$ cat src/hdl/disp_drv_pkg.sv
// Constants for the serial display driver core.
// Assumes a single core_clk domain; host pins arrive asynchronously.
package disp_drv_pkg;
    // ========================================
    // Structure
    localparam int unsigned STAGES      = 20;
    localparam int unsigned FIFO_DEPTH  = 32;
    localparam int unsigned SYNC_STAGES = 2;
    // ========================================
    // Reset values
    localparam logic [19:0] SHIFT_RST   = 20'h00000;
    localparam logic [19:0] LATCH_RST   = 20'h00000;
    // ========================================
    // Timing
    localparam int unsigned CLK_PERIOD_NS = 100;
endpackage : disp_drv_pkg

$ cat src/hdl/disp_drv.sv
// Serial-in display driver: shift register, output latch, blanking, cascade.
// Assumes host pins are asynchronous to core_clk and slow (host clock far
// below core_clk), so two-flop synchronisers and edge detection suffice.
//
// How it works
// Shift clock edges are ignored unless the load envelope is high.
// Each rising shift clock edge inside the envelope shifts in one data bit.
// The falling envelope copies the shift register into the output latch.
// Outputs keep the old latched data while shifting goes on.
// The cascade output changes on the falling shift clock edge.
// Blanking high forces every display output off at any time.
// The first bit shifted after the envelope rises lands on output 1.
// A latched one turns its output on, a zero leaves it off.
// The host clears the driver by shifting 20 zeroes then closing the envelope.
// The host should run that clearing sequence after power-up.
// Envelope and blanking act independently of each other.
// The register has 20 stages and the cascade output carries the last one.
`timescale 1ns/10ps
`default_nettype none

// ========================================
// FIFO carrying sampled data bits toward the shift register
module disp_fifo #(
    parameter int unsigned WIDTH = 1,
    parameter int unsigned DEPTH = 32
) (
    // Clock and reset
    input  wire logic             core_clk,
    input  wire logic             rst,
    // Fill side
    input  wire logic             in_valid,
    output logic                  in_ready,
    input  wire logic [WIDTH-1:0] in_data,
    // Drain side
    output logic                  out_valid,
    input  wire logic             out_ready,
    output logic      [WIDTH-1:0] out_data
);
    localparam int unsigned AW = $clog2(DEPTH);
    logic [WIDTH-1:0] mem [DEPTH];
    logic [AW-1:0]    wr_reg;
    logic [AW-1:0]    wr_next;
    logic [AW-1:0]    rd_reg;
    logic [AW-1:0]    rd_next;
    logic [AW:0]      cnt_reg;
    logic [AW:0]      cnt_next;
    logic             push;
    logic             pop;

    // Pointer and fill count next values
    always_comb begin
        push     = in_valid && in_ready;
        pop      = out_valid && out_ready;
        wr_next  = push ? AW'(wr_reg + 1'b1) : wr_reg;
        rd_next  = pop ? AW'(rd_reg + 1'b1) : rd_reg;
        cnt_next = cnt_reg;
        if (push && !pop) begin
            cnt_next = (AW+1)'(cnt_reg + 1'b1);
        end else if (pop && !push) begin
            cnt_next = (AW+1)'(cnt_reg - 1'b1);
        end
    end

    // Register pointers
    always_ff @(posedge core_clk) begin
        if (rst) begin
            wr_reg  <= '0;
            rd_reg  <= '0;
            cnt_reg <= '0;
        end else begin
            wr_reg  <= wr_next;
            rd_reg  <= rd_next;
            cnt_reg <= cnt_next;
        end
    end

    // Storage write
    always_ff @(posedge core_clk) begin
        if (push) begin
            mem[wr_reg] <= in_data;
        end
    end

    // Honest full and empty
    assign in_ready  = (cnt_reg != (AW+1)'(DEPTH));
    assign out_valid = (cnt_reg != '0);
    assign out_data  = mem[rd_reg];
endmodule : disp_fifo

// ========================================
// Top level driver core
module disp_drv #(
    parameter int unsigned STAGES = disp_drv_pkg::STAGES
) (
    // Clock and reset
    input  wire logic              core_clk,
    input  wire logic              rst,
    // Host serial pins
    input  wire logic              data_in,
    input  wire logic              shift_clk,
    input  wire logic              load_env,
    input  wire logic              blank,
    // Cascade and display
    output logic                   data_out,
    output logic      [STAGES-1:0] disp_out,
    // Back-pressure: low when a data bit could be lost
    output logic                   accept_ready
);
    // Synchroniser chains: stage 0 read only by stage 1
    logic [1:0] sd_reg;
    logic [1:0] sc_reg;
    logic [1:0] se_reg;
    logic [1:0] sb_reg;
    logic       sc_d_reg;
    logic       se_d_reg;
    logic [STAGES-1:0] shift_reg;
    logic [STAGES-1:0] shift_next;
    logic [STAGES-1:0] latch_reg;
    logic [STAGES-1:0] latch_next;
    logic              dout_reg;
    logic              dout_next;
    logic [STAGES-1:0] disp_reg;
    logic [STAGES-1:0] disp_next;
    logic              rdy_reg;
    logic              pend_reg;
    logic              pend_next;
    logic              rise;
    logic              fall;
    logic              env_fall;
    logic              f_valid;
    logic              f_data;
    logic              f_ready;
    logic              f_out_valid;
    logic              f_out_data;
    logic              f_pop;

    // Pin synchronisers and edge history
    always_ff @(posedge core_clk) begin
        if (rst) begin
            sd_reg   <= 2'h0;
            sc_reg   <= 2'h0;
            se_reg   <= 2'h0;
            sb_reg   <= 2'h0;
            sc_d_reg <= 1'b0;
            se_d_reg <= 1'b0;
        end else begin
            sd_reg   <= {sd_reg[0], data_in};
            sc_reg   <= {sc_reg[0], shift_clk};
            se_reg   <= {se_reg[0], load_env};
            sb_reg   <= {sb_reg[0], blank};
            sc_d_reg <= sc_reg[1];
            se_d_reg <= se_reg[1];
        end
    end

    // Edge detection on synchronised pins
    always_comb begin
        rise     = sc_reg[1] && !sc_d_reg && se_reg[1];
        fall     = !sc_reg[1] && sc_d_reg && se_reg[1];
        env_fall = !se_reg[1] && se_d_reg;
        f_valid  = rise;
        f_data   = sd_reg[1];
    end

    // Sampled bits queue up and drain one per cycle; at close the latch waits for the queue to empty
    disp_fifo #(
        .WIDTH (1),
        .DEPTH (disp_drv_pkg::FIFO_DEPTH)
    ) u_fifo (
        .core_clk  (core_clk),
        .rst       (rst),
        .in_valid  (f_valid),
        .in_ready  (f_ready),
        .in_data   (f_data),
        .out_valid (f_out_valid),
        .out_ready (f_pop),
        .out_data  (f_out_data)
    );

    // Shift, latch, cascade and display next values
    always_comb begin
        f_pop      = f_out_valid;
        shift_next = shift_reg;
        latch_next = latch_reg;
        dout_next  = dout_reg;
        pend_next  = pend_reg;
        // New bits enter at the top and walk down, so bit 0 (output 1)
        // ends up holding the first bit of a 20-bit frame
        if (f_pop) begin
            shift_next = {f_out_data, shift_reg[STAGES-1:1]};
        end
        // Latch only once all queued bits have been shifted; a close that
        // meets a bit still in flight is remembered, not lost
        if ((env_fall || pend_reg) && !f_out_valid) begin
            latch_next = shift_reg;
            pend_next  = 1'b0;
        end else if (env_fall) begin
            pend_next  = 1'b1;
        end
        // Bit 0 is the final stage: it leaves first toward the next device
        if (fall) begin
            dout_next = shift_reg[0];
        end
        // Blanking gates the outputs only, never the latch
        disp_next = sb_reg[1] ? '0 : latch_reg;
    end

    // Core state registers
    always_ff @(posedge core_clk) begin
        if (rst) begin
            shift_reg <= disp_drv_pkg::SHIFT_RST;
            latch_reg <= disp_drv_pkg::LATCH_RST;
            dout_reg  <= 1'b0;
            disp_reg  <= '0;
            rdy_reg   <= 1'b0;
            pend_reg  <= 1'b0;
        end else begin
            shift_reg <= shift_next;
            latch_reg <= latch_next;
            dout_reg  <= dout_next;
            disp_reg  <= disp_next;
            rdy_reg   <= f_ready;
            pend_reg  <= pend_next;
        end
    end

    assign data_out     = dout_reg;
    assign disp_out     = disp_reg;
    assign accept_ready = rdy_reg;
endmodule : disp_drv

`default_nettype wire

$ cat config.mk
export PLATFORM = sky130hd
export DESIGN_NAME = disp_drv
export DESIGN_NICKNAME = d
export VERILOG_FILES = /design/src/hdl/disp_drv_pkg.sv /design/src/hdl/disp_drv.sv
export SDC_FILE = /design/constraint.sdc
export NUM_CORES = 1
export LEC_CHECK = 0
export ABC_AREA = 1
export BUFFER_PORTS_ARGS = -buffer_cell sky130_fd_sc_hd__clkbuf_2
export CORE_MARGIN = 1.5
export CORE_UTILIZATION = 32
export DETAILED_ROUTE_END_ITERATION = 16
export HOLD_SLACK_MARGIN = 0.02
export PLACE_DENSITY = 0.57
export SYNTH_ARGS = -nofsm -noshare
export SYNTH_HDL_FRONTEND = slang
export SYNTH_SLANG_ARGS = --single-unit
$ cat constraint.sdc
create_clock -name core_clk -period 6.1 [get_ports core_clk]
set_input_delay 0.61 -clock core_clk [delete_from_list [all_inputs] [get_ports core_clk]]
set_output_delay 0.61 -clock core_clk [all_outputs]
set_load 0.1 [all_outputs]
==> impl_metrics.toml <==
[outcome]
status = "finished, final reports clean"

[clock_tree]
worstSkewPairLatency_ns = 0.42
clk_path_buf_depth = 2
numCtsBuffers = 17
cts.sinks = 121
path_clk_slew_ns = 0.06
cts_post_setup_buffers_inserted = 0
ctsHoldBuffers = 0
cts_tree = "done"
cts_root_buffer = "clkbuf_16"
cts_max_level = 4
ctsResizeCount = 0

[route]
drt_pass1_iterations = 4
drc = 0
drt_iter0_drc = 305
wirelength_um = 9080
postRouteAntennaNets = 0
post_drt_wl_per_cell_um = 11.8
routed-via-count = 3447
vias_per_cell = 4.47

[timing]
maxSlewHeadroom_pct = 34.1
worstMarginPinSlew_ns = 0.987
rsz0062_at_grt = "false"
fin_skew_ns = 0.00949
setup_viol = 0
period_minus_slack_ns = 2.91
fin_crit_sh_pct = 47.7
setup_slack_ns = 3.19
drv_slew = 0
finalSetupTns_ns = 0
hold_viol_final = 0
clock.fmax_mhz = 344

[final_layout]
regArea_mm2 = 0.00274
antenna_cells = 0
nets = 591
largest_register_ffs = 32
top_register = "u_fifo.mem"
area_delta_synth_final_pct = 17.7
drive_gt1_share_pct = 12.9
multi_input_area_mm2 = 0.00163
fill_cells = 1446
finalInstanceArea_mm2 = 0.00564

[placement]
place.gp.congestion = 0.763
dpl.hpwl_um = 5830
post-place-ws_ns = 3.22
portBuffers = 27
dpl_cell_area_mm2 = 0.00501

[floorplanning]
dieArea_mm2 = 0.0157
initial_core_util_pct = 32.8
die_height_um = 125
die_w_um = 125
rows = 44
core_mm2 = 0.0146
ios = 28

[synthesis]
postSynthCellCount = 551
syn-num-nets = 567
avgSynthCellArea_um2 = 8.69
yosysSeqAreaShare_pct = 57.3
ys_warn_count = 0
syn_area_mm2 = 0.00479
ys_types = 35
ys_ff_latch = 121

[critical_path]
crit_slowest_cell = "inv_2"
critical_path_class = "register to register"
setup.worst_path.start_class = "register"
worstPathMaxFanout = 27
cp.required_ns = 6.37
cp_cell_sequence = "nor2_4 > nand3_4 > inv_2 > ha_1 > inv_1 > ha_1 > a21o_1 > a21boi_0 > nand2_1 > nand2_1 > nand2_1 > nand2_1 > a21oi_1"
path_common_cell = "nand2_1"
cp_top_family = "simple AND/OR/NAND/NOR gates"
worst-path-buf-inv = 2
slowest_delay_ns = 0.40
cp-end-kind = "register"
worst-endpoint-arrival_ns = 3.18

[global_route]
track_usage_pct = 12.6
antenna_found_initial = 0
grt_pass1_wl_um = 16000
grt_pass1_vias = 3430
grt_max_degree = 42
grt_overflow = 0

[flow_run]
cap_violations = 0

[power]
powerDensity_mw_per_mm2 = 425
power_leakage_uw = 0.00227
peakVddDrop_uv = 232

[hold_path]
hold_path.class = "primary input to register"
==> layout by cell type, fill, tap and decap left out, types with 7 or more instances in the layout <==
cell type / count
nand2_1: 103
nand3_1: 27
clkbuf_16: 18
dfxtp_1: 89
nor2_1: 75
clkbuf_2: 27
nor3_1: 7
inv_1: 70
a21oi_1: 53
ha_1: 10
o21ai_0: 14
edfxtp_1: 32
o21ai_1: 18
==> cells by family after synthesis <==
group	count (synthesis)	synth area share, %
xor+xnor	6	1.10
simple gates	223	19.7
flops	121	57.3
fa+ha+maj	10	2.61
compound gates	95	10.6
buf+inv	96	8.75
==> layer usage <==
metal  track usage [%]  wire length, um
met4              6.55              186
met1              15.5             4290
met2              19.9             4240
met3              3.98              369
met5                 0                0
==> synthesized netlist by cell type, drive strengths merged <==
master  number  area share, %
a21boi       1           0.16
a21o         1           0.16
a21oi       55            5.9
a31oi        1           0.13
buf         15            2.4
clkbuf       7           0.55
clkinv       1          0.078
dfxtp       89             37
edfxtp      32             20
ha          10            2.6
inv         73            5.7
nand2      107            8.9
nand3       28            3.2
nand4        1           0.13
nor2        78            6.4
nor3         7           0.73
nor3b        1           0.26
o211ai       1           0.16
o21a         1           0.16
o21ai       35            3.9
or2          1           0.13
xnor2        3           0.55
xor2         3           0.55
==> worst min-delay path, delay by kind of cell <==
kind	cells	cell delay [ns]
buf+inv	2	0.12
simple gates	1	0.03
==> metrics by stage <==
stage | instances | power (uW) | util (%) | hold WS [ns]
after floorplan | 551 | 1300 | - | 0.388
after global placement | 740 | 1350 | 34.4 | 0.396
after detailed placement | 740 | 1360 | 34.4 | 0.395
after CTS | 771 | 2420 | 38.6 | 0.361
after global routing | 771 | 2520 | 38.6 | 0.378
final | 771 | 2390 | 38.6 | 0.376
==> final timing paths <==
path                      from                end  slack [ns]  cells past startpoint
max          u_fifo.cnt_reg[0]  u_fifo.cnt_reg[5]        3.19                     13
min                   load_env          se_reg[0]        0.38                      3
max reg2reg  u_fifo.cnt_reg[0]  u_fifo.cnt_reg[5]        3.19                     13
min reg2reg          sb_reg[0]          sb_reg[1]        0.40                      2
==> cell type report <==
cell class,instances,area share (%)
Clock buffer,19,8.23
Clock inverter,12,2.84
Inverter,74,4.93
Multi-Input combinational cell,334,28.9
Sequential cell,121,48.6
Tap cell,184,4.08
Timing Repair Buffer,27,2.40
==> report_power, final <==
group / switching [uW] / internal, uW
Clock: 368 / 679
Combinational: 280 / 133
Sequential: 62.2 / 872
Total: 710 / 1680
(Power assumes the default switching activity.)
